===== src/rao_host_mem.sv =====
/*
  Host memory model: answers one byte read at a time, fast or slow.
  Assumes the reader waits for each answer before the next request.
*/
module rao_host_mem (
  input  wire logic        clk_i,
  input  wire logic        rst_n_i,
  input  wire logic        rd_i,
  input  wire logic        slow_i,
  input  wire logic [23:0] addr_i,
  output logic             rvalid_o,
  output logic [7:0]       rdata_o
);
  logic       pend_q;
  logic [1:0] wait_q;
  logic [7:0] byte_q;

  // released bus toggles, so stale data never looks valid
  always_ff @(posedge clk_i) begin
    rvalid_o <= 1'h0;
    rdata_o  <= ~rdata_o;
    if (!rst_n_i) begin
      pend_q  <= 1'h0;
      rdata_o <= 8'h00;
    end else if (rd_i) begin
      pend_q <= 1'h1;
      wait_q <= slow_i ? 2'h2 : 2'h0;
      byte_q <= addr_i[7:0] ^ 8'h5A;
    end else if (pend_q) begin
      if (wait_q == 2'h0) begin
        rvalid_o <= 1'h1;
        rdata_o  <= byte_q;
        pend_q   <= 1'h0;
      end else begin
        wait_q <= wait_q - 2'h1;
      end
    end
  end
endmodule // rao_host_mem


===== config.mk =====
export PLATFORM = sky130hd
export DESIGN_NAME = rao_host_mem
export DESIGN_NICKNAME = d
export VERILOG_FILES = /design/src/rao_host_mem.sv
export SDC_FILE = /design/constraint.sdc
export NUM_CORES = 1
export LEC_CHECK = 0
export BUFFER_PORTS_ARGS = -buffer_cell sky130_fd_sc_hd__buf_2
export CAP_MARGIN = 20
export CORE_MARGIN = 1
export CORE_UTILIZATION = 45
export CTS_CLUSTER_DIAMETER = 50
export DETAILED_ROUTE_END_ITERATION = 10
export PLACE_DENSITY = 0.87
export SLEW_MARGIN = 10
export SYNTH_ARGS = -nofsm -noshare
export SYNTH_HDL_FRONTEND = slang
export SYNTH_SLANG_ARGS = --single-unit

===== constraint.sdc =====
create_clock -name clk_i -period 1.8 [get_ports clk_i]
set_input_delay 0.09 -clock clk_i [delete_from_list [all_inputs] [get_ports clk_i]]
set_output_delay 0.09 -clock clk_i [all_outputs]
set_load 0.01 [all_outputs]

==> results of run 1 <==
==> area by class of cell <==
cell class / instances / share of cell area [%]
Sequential cell: 20 / 51.3
Multi-Input combinational cell: 34 / 24.6
Timing Repair Buffer: 24 / 14.4
Clock inverter: 1 / 3.08
Clock buffer: 3 / 2.31
Inverter: 6 / 2.31
Tap cell: 16 / 2.05
==> synthesized netlist by cell type <==
cell type,count
dfxtp_1,10
edfxtp_1,10
nand2_1,9
mux2i_1,8
or2b_1,8
inv_1,6
and2_2,2
buf_6,2
o21a_1,2
and3b_1,1
buf_2,1
ha_1,1
nor2_1,1
nor2b_1,1
o21ai_0,1
==> report_power, final <==
| group | internal, mW | total (mW) | switching (mW) |
|---|---|---|---|
| Combinational | 0.0484 | 0.0933 | 0.0449 |
| Clock | 0.225 | 0.365 | 0.139 |
| Sequential | 0.513 | 0.526 | 0.0126 |
==> kinds of logic after synthesis <==
family	count (synthesis)
fa+ha+maj	1
mux	8
simple gates	22
buf+inv	9
compound gates	3
flops	20
==> registers in the layout, indices dropped and copies added, names as in the netlist <==
name / flops
wait_q: 2
rvalid_o: 1
pend_q: 1
rdata_o: 8
byte_q: 8
==> repair_timing <==
action | CTS | global route
gates resized for setup | 0 | 0
endpoints found under the hold margin | 4 | 0
buffers inserted | 0 | 0
hold buffers | 4 | 0
==> layer usage <==
| layer | GRT usage [%] | up-vias |
|---|---|---|
| li1 | - | 254 |
| met4 | 7.88 | 0 |
| met3 | 5.42 | 2 |
| met5 | 0 | - |
| met1 | 16.6 | 233 |
| met2 | 23.3 | 13 |
==> final timing paths <==
path	start	to	slack, ns
worst max-delay path	wait_q[0]	rdata_o[4]	0.42
worst min-delay path	addr_i[6]	byte_q[6]	0.02
worst max register to register	wait_q[0]	rdata_o[4]	0.42
worst min register to register	rdata_o[5]	rdata_o[5]	0.53
==> impl_metrics.json, run 1 <==
{
  "cp-end-kind": "flop",
  "synth_xor_area_share_pct": 0,
  "synthDistinctLibCells": 15,
  "final-instance-count-excl-fill": 104,
  "final_area_sq_um": 976,
  "synth_top_family_by_area": "simple AND/OR/NAND/NOR gates",
  "synthSimpleGateAreaFrac_pct": 16.1,
  "clock_latency_ns": 0.30,
  "multi_input_area_sq_um": 240,
  "seq_area_frac_synth_pct": 63.3,
  "setup_viol": 0,
  "drt-total-wl_um": 1180,
  "area_growth_pct": 23.4,
  "drv_slew": 0,
  "path_depth": 4,
  "arrival_ns": 1.62,
  "path_cells": "inv_1 -> ha_1 -> and3b_1 -> mux2i_1",
  "drt-wirelength-per-cell_um": 11.4,
  "timing.final.ws_setup_ns": 0.417,
  "layout_common_cells": "20 x buf_2, 10 x edfxtp_1, 10 x dfxtp_1",
  "htree_num_levels": 1,
  "worstMarginPinSlew_ns": 0.464,
  "pin_count": 37,
  "port_buffers": 20,
  "rows": 14,
  "dieArea_sq_um": 1930,
  "post-route-min-period_ns": 1.38,
  "max_cap_violations": 0,
  "cts_root_buffer": "clkbuf_4",
  "hold_class": "in2reg",
  "num_antenna_cells": 0,
  "dpl_cell_area_sq_um": 883,
  "cp_max_fo": 9,
  "rsz0062_at_grt": "no",
  "grt_pass1_wl_um": 1950,
  "nets": 118,
  "p_per_area_nw_per_um2": 1010,
  "synth.avg_cell_area_sq_um": 12.6,
  "synth_area_sq_um": 791,
  "first_pass_iters": 4,
  "syn_nets": 92,
  "dp_hpwl_um": 784,
  "period_share_pct": 76.8,
  "synth_area_leaders": "edfxtp_1 38%, dfxtp_1 25%, mux2i_1 10%",
  "synth_cells": 63,
  "fmax_ghz": 0.723,
  "cts.sinks": 20,
  "dp_slack_ns": 0.415,
  "path_buf_inv": 1,
  "antenna_found_initial": 0,
  "skew_ns": 0.00770,
  "ant_nets": 0,
  "crit_required_ns": 2.03,
  "critPathMaxStageDelay_ns": 0.46,
  "leakagePower_nw": 0.442,
  "die_w_um": 43.9,
  "numCtsBuffers": 3,
  "dr_wl_met2_um": 622,
  "synth_compound_area_share_pct": 2.53,
  "holdPathStages": 2,
  "wl_met3_um": 53,
  "fin_tns_setup_ns": 0,
  "m1WireLength_um": 493,
  "synth_warnings": 0,
  "synth_top_cell_by_area": "edfxtp_1",
  "initial_core_util_pct": 50.2,
  "whs_ns": 0.0158,
  "synth_fa_ha_area_share_pct": 1.58,
  "synth_seq_cells": 20,
  "r2r_cells": 4,
  "critPathKind": "reg2reg",
  "dp_cells": 96,
  "vias": 502,
  "top_layer": "met4",
  "track_usage_pct": 14.5,
  "crit_family": "simple AND/OR/NAND/NOR gates",
  "maxSlewHeadroom_pct": 69.1,
  "synth_mux_area_share_pct": 10.1,
  "clk_path_buf_depth": 2,
  "grt_pass1_vias": 469,
  "status": "completed",
  "regArea_sq_um": 500,
  "vdd_drop_max_mv": 0.518,
  "finalHoldViolCount": 0,
  "core_sq_um": 1580,
  "nFillCells": 129,
  "synth_top_area_share_pct": 38.0,
  "drcViolationCount": 0,
  "drive_above_1_share_pct": 29.5,
  "final_core_util_pct": 61.9,
  "grt_max_degree": 21,
  "grt_overflow": 0,
  "p_total_mw": 0.984,
  "cts.clk_slew.worst_paths_ns": 0.12,
  "cts_tree": "yes",
  "globalplace.congestion": 0.670,
  "die_h_um": 43.9,
  "critPathSlowestCell": "and3b_1",
  "final_common_cell": "buf_2",
  "vias_per_cell": 4.83,
  "drt-initial-drc-count": 10,
  "worstSetupStartpointType": "flop"
}
Note: power is estimated with default switching activity, not from simulation.
==> inputs of run 2 (changes only) <==
--- a/config.mk
+++ b/config.mk
@@ -8,10 +8,10 @@
 export BUFFER_PORTS_ARGS = -buffer_cell sky130_fd_sc_hd__buf_2
 export CAP_MARGIN = 20
 export CORE_MARGIN = 1
-export CORE_UTILIZATION = 45
+export CORE_UTILIZATION = 40
 export CTS_CLUSTER_DIAMETER = 50
 export DETAILED_ROUTE_END_ITERATION = 10
-export PLACE_DENSITY = 0.87
+export PLACE_DENSITY = 0.82
 export SLEW_MARGIN = 10
 export SYNTH_ARGS = -nofsm -noshare
 export SYNTH_HDL_FRONTEND = slang
==> constraint.sdc (replaced) <==
create_clock -name clk_i -period 1.15 [get_ports clk_i]
set_input_delay 0.0575 -clock clk_i [delete_from_list [all_inputs] [get_ports clk_i]]
set_output_delay 0.0575 -clock clk_i [all_outputs]
set_load 0.01 [all_outputs]
==> run 2 against run 1 <==
Combinational power up 100%. Critical endpoint is now wait_q[1]. Non-clock buffer count grew 10. Wire length is 19% higher. Highest routed layer unchanged. Critical path type unchanged. Die area up 12%. Global-route usage is 0.30 points higher. Power rose by 61%. The flow now finishes with violations (negative setup slack). Utilization rose by 0.060 points. Design area increased by 13%. Clock power up 58%. Worst hold slack improved by 0.010 ns. Sequential power is 56% higher. Sequential share of layout area fell by 6.0 points.
==> impl_metrics.json, run 2 (synthesis results as in run 1) <==
{
  "rsz0062_at_grt": "yes",
  "vias": 533,
  "layout_common_cells": "20 x buf_2, 10 x edfxtp_1, 10 x dfxtp_1",
  "drt-total-wl_um": 1400,
  "num_antenna_cells": 0,
  "final_common_cell": "buf_2",
  "die_w_um": 46.5,
  "cts.sinks": 20,
  "critPathSlowestCell": "edfxtp_1",
  "dp_hpwl_um": 916,
  "core_sq_um": 1780,
  "drv_slew": 0,
  "die_h_um": 46.5,
  "initial_core_util_pct": 44.4,
  "nets": 128,
  "period_share_pct": 112,
  "rows": 15,
  "track_usage_pct": 14.8,
  "skew_ns": 0.00271,
  "htree_num_levels": 1,
  "area_growth_pct": 39.7,
  "drt-initial-drc-count": 3,
  "grt_pass1_vias": 497,
  "hold_class": "in2reg",
  "fmax_ghz": 0.774,
  "setup_viol": 11,
  "regArea_sq_um": 500,
  "reg_top3": "byte_q (8), rdata_o (8), wait_q (2)",
  "dieArea_sq_um": 2160,
  "p_per_area_nw_per_um2": 1440,
  "maxSlewHeadroom_pct": 87.9,
  "vias_per_cell": 4.33,
  "crit_required_ns": 1.18,
  "grt_pass1_wl_um": 2050,
  "clock_latency_ns": 0.30,
  "path_cells": "inv_2 -> ha_4 -> buf_4 -> nor2b_4 -> o21a_1",
  "cts_root_buffer": "clkbuf_4",
  "cts.clk_slew.worst_paths_ns": 0.11,
  "nFillCells": 136,
  "grt_max_degree": 13,
  "post-route-min-period_ns": 1.29,
  "pin_count": 37,
  "violations": "negative setup slack",
  "cp-end-kind": "flop",
  "vdd_drop_max_mv": 0.705,
  "antenna_found_initial": 0,
  "worstMarginPinSlew_ns": 0.178,
  "drcViolationCount": 0,
  "max_cap_violations": 0,
  "status": "complete, but fails checks",
  "worstSetupStartpointType": "flop",
  "timing.final.ws_setup_ns": -0.141,
  "port_buffers": 20,
  "cp_max_fo": 2,
  "leakagePower_nw": 0.494,
  "grt_overflow": 0,
  "fin_tns_setup_ns": -0.953,
  "p_total_mw": 1.59,
  "first_pass_iters": 4,
  "drt-wirelength-per-cell_um": 11.4,
  "drive_above_1_share_pct": 38.8,
  "multi_input_area_sq_um": 265,
  "globalplace.congestion": 0.621,
  "critPathKind": "reg2reg",
  "critPathMaxStageDelay_ns": 0.39,
  "ant_nets": 0,
  "finalHoldViolCount": 0,
  "clk_path_buf_depth": 2,
  "numCtsBuffers": 3,
  "arrival_ns": 1.32,
  "dp_slack_ns": -0.0878,
  "cts_tree": "yes"
}
## run 2: cell types whose count changed in the layout (fill, tap and decap cells not counted)
| cell | change |
|---|---|
| mux2i_1 | -1 |
| nor2b_4 | +1 |
| inv_1 | -2 |
| and3b_2 | +1 |
| and3b_1 | -1 |
| buf_6 | +2 |
| inv_2 | +2 |
| nor2b_1 | -1 |
| dlygate4sd3_1 | +4 |
| mux2i_2 | +1 |
| ha_4 | +1 |
| ha_1 | -1 |
| buf_4 | +4 |
## run 2: routing by layer
layer | vias to the layer above | wire length, um | part of all wire, % | GRT usage [%]
li1 | 273 | - | - | -
met1 | 248 | 589 | 42 | 15.5
met2 | 10 | 761 | 54 | 26.1
met3 | 2 | 36 | 2.6 | 2.35
met4 | 0 | 18 | 1.3 | 10.6
met5 | - | 0 | 0 | 0
## run 2: worst max-delay path: cells and delay by family, from the launching register on
family | cells | cell delay, ns
fa+ha+maj | 1 | 0.15
simple gates | 1 | 0.12
buf+inv | 2 | 0.19
flops | 1 | 0.39
compound gates | 1 | 0.16
## run 2: what timing repair did
action,4_1_cts,5_1_grt
buffers inserted,0,2
gates resized for setup,7,3
hold endpoints to repair,8,0
pin swaps,2,1
endpoints found under the setup margin,10,10
hold buffers,8,0
## run 2: final cells by class
class / instances / area share, %
Sequential cell: 20 / 45.3
Multi-Input combinational cell: 34 / 24.0
Timing Repair Buffer: 34 / 21.1
Tap cell: 25 / 2.83
Clock inverter: 1 / 2.72
Clock buffer: 3 / 2.04
Inverter: 6 / 2.04
## run 2: power by group
group	total [mW]	switching (mW)	internal (mW)
Combinational	0.189	0.0836	0.105
Sequential	0.823	0.0196	0.803
Clock	0.576	0.224	0.352
Total	1.59	0.327	1.26
## run 2: final timing paths
kind | start | endpoint | slack, ns | cells after the start
min reg2reg | rdata_o[7] | rdata_o[7] | 0.52 | 2
max | wait_q[0] | wait_q[1] | -0.14 | 5
max reg2reg | wait_q[0] | wait_q[1] | -0.14 | 5
min | slow_i | wait_q[1] | 0.03 | 3
## run 2: metrics by stage
stage	hold WS, ns	std cells	utilization, %	instance area (sq um)
finish	0.0259	123	62.0	1100
global route	0.0414	123	62.0	1100
CTS	0.0247	121	60.6	1080
detailed placement	0.236	109	51.9	925
global placement	0.235	109	51.9	925
floorplan	0.156	63	-	791
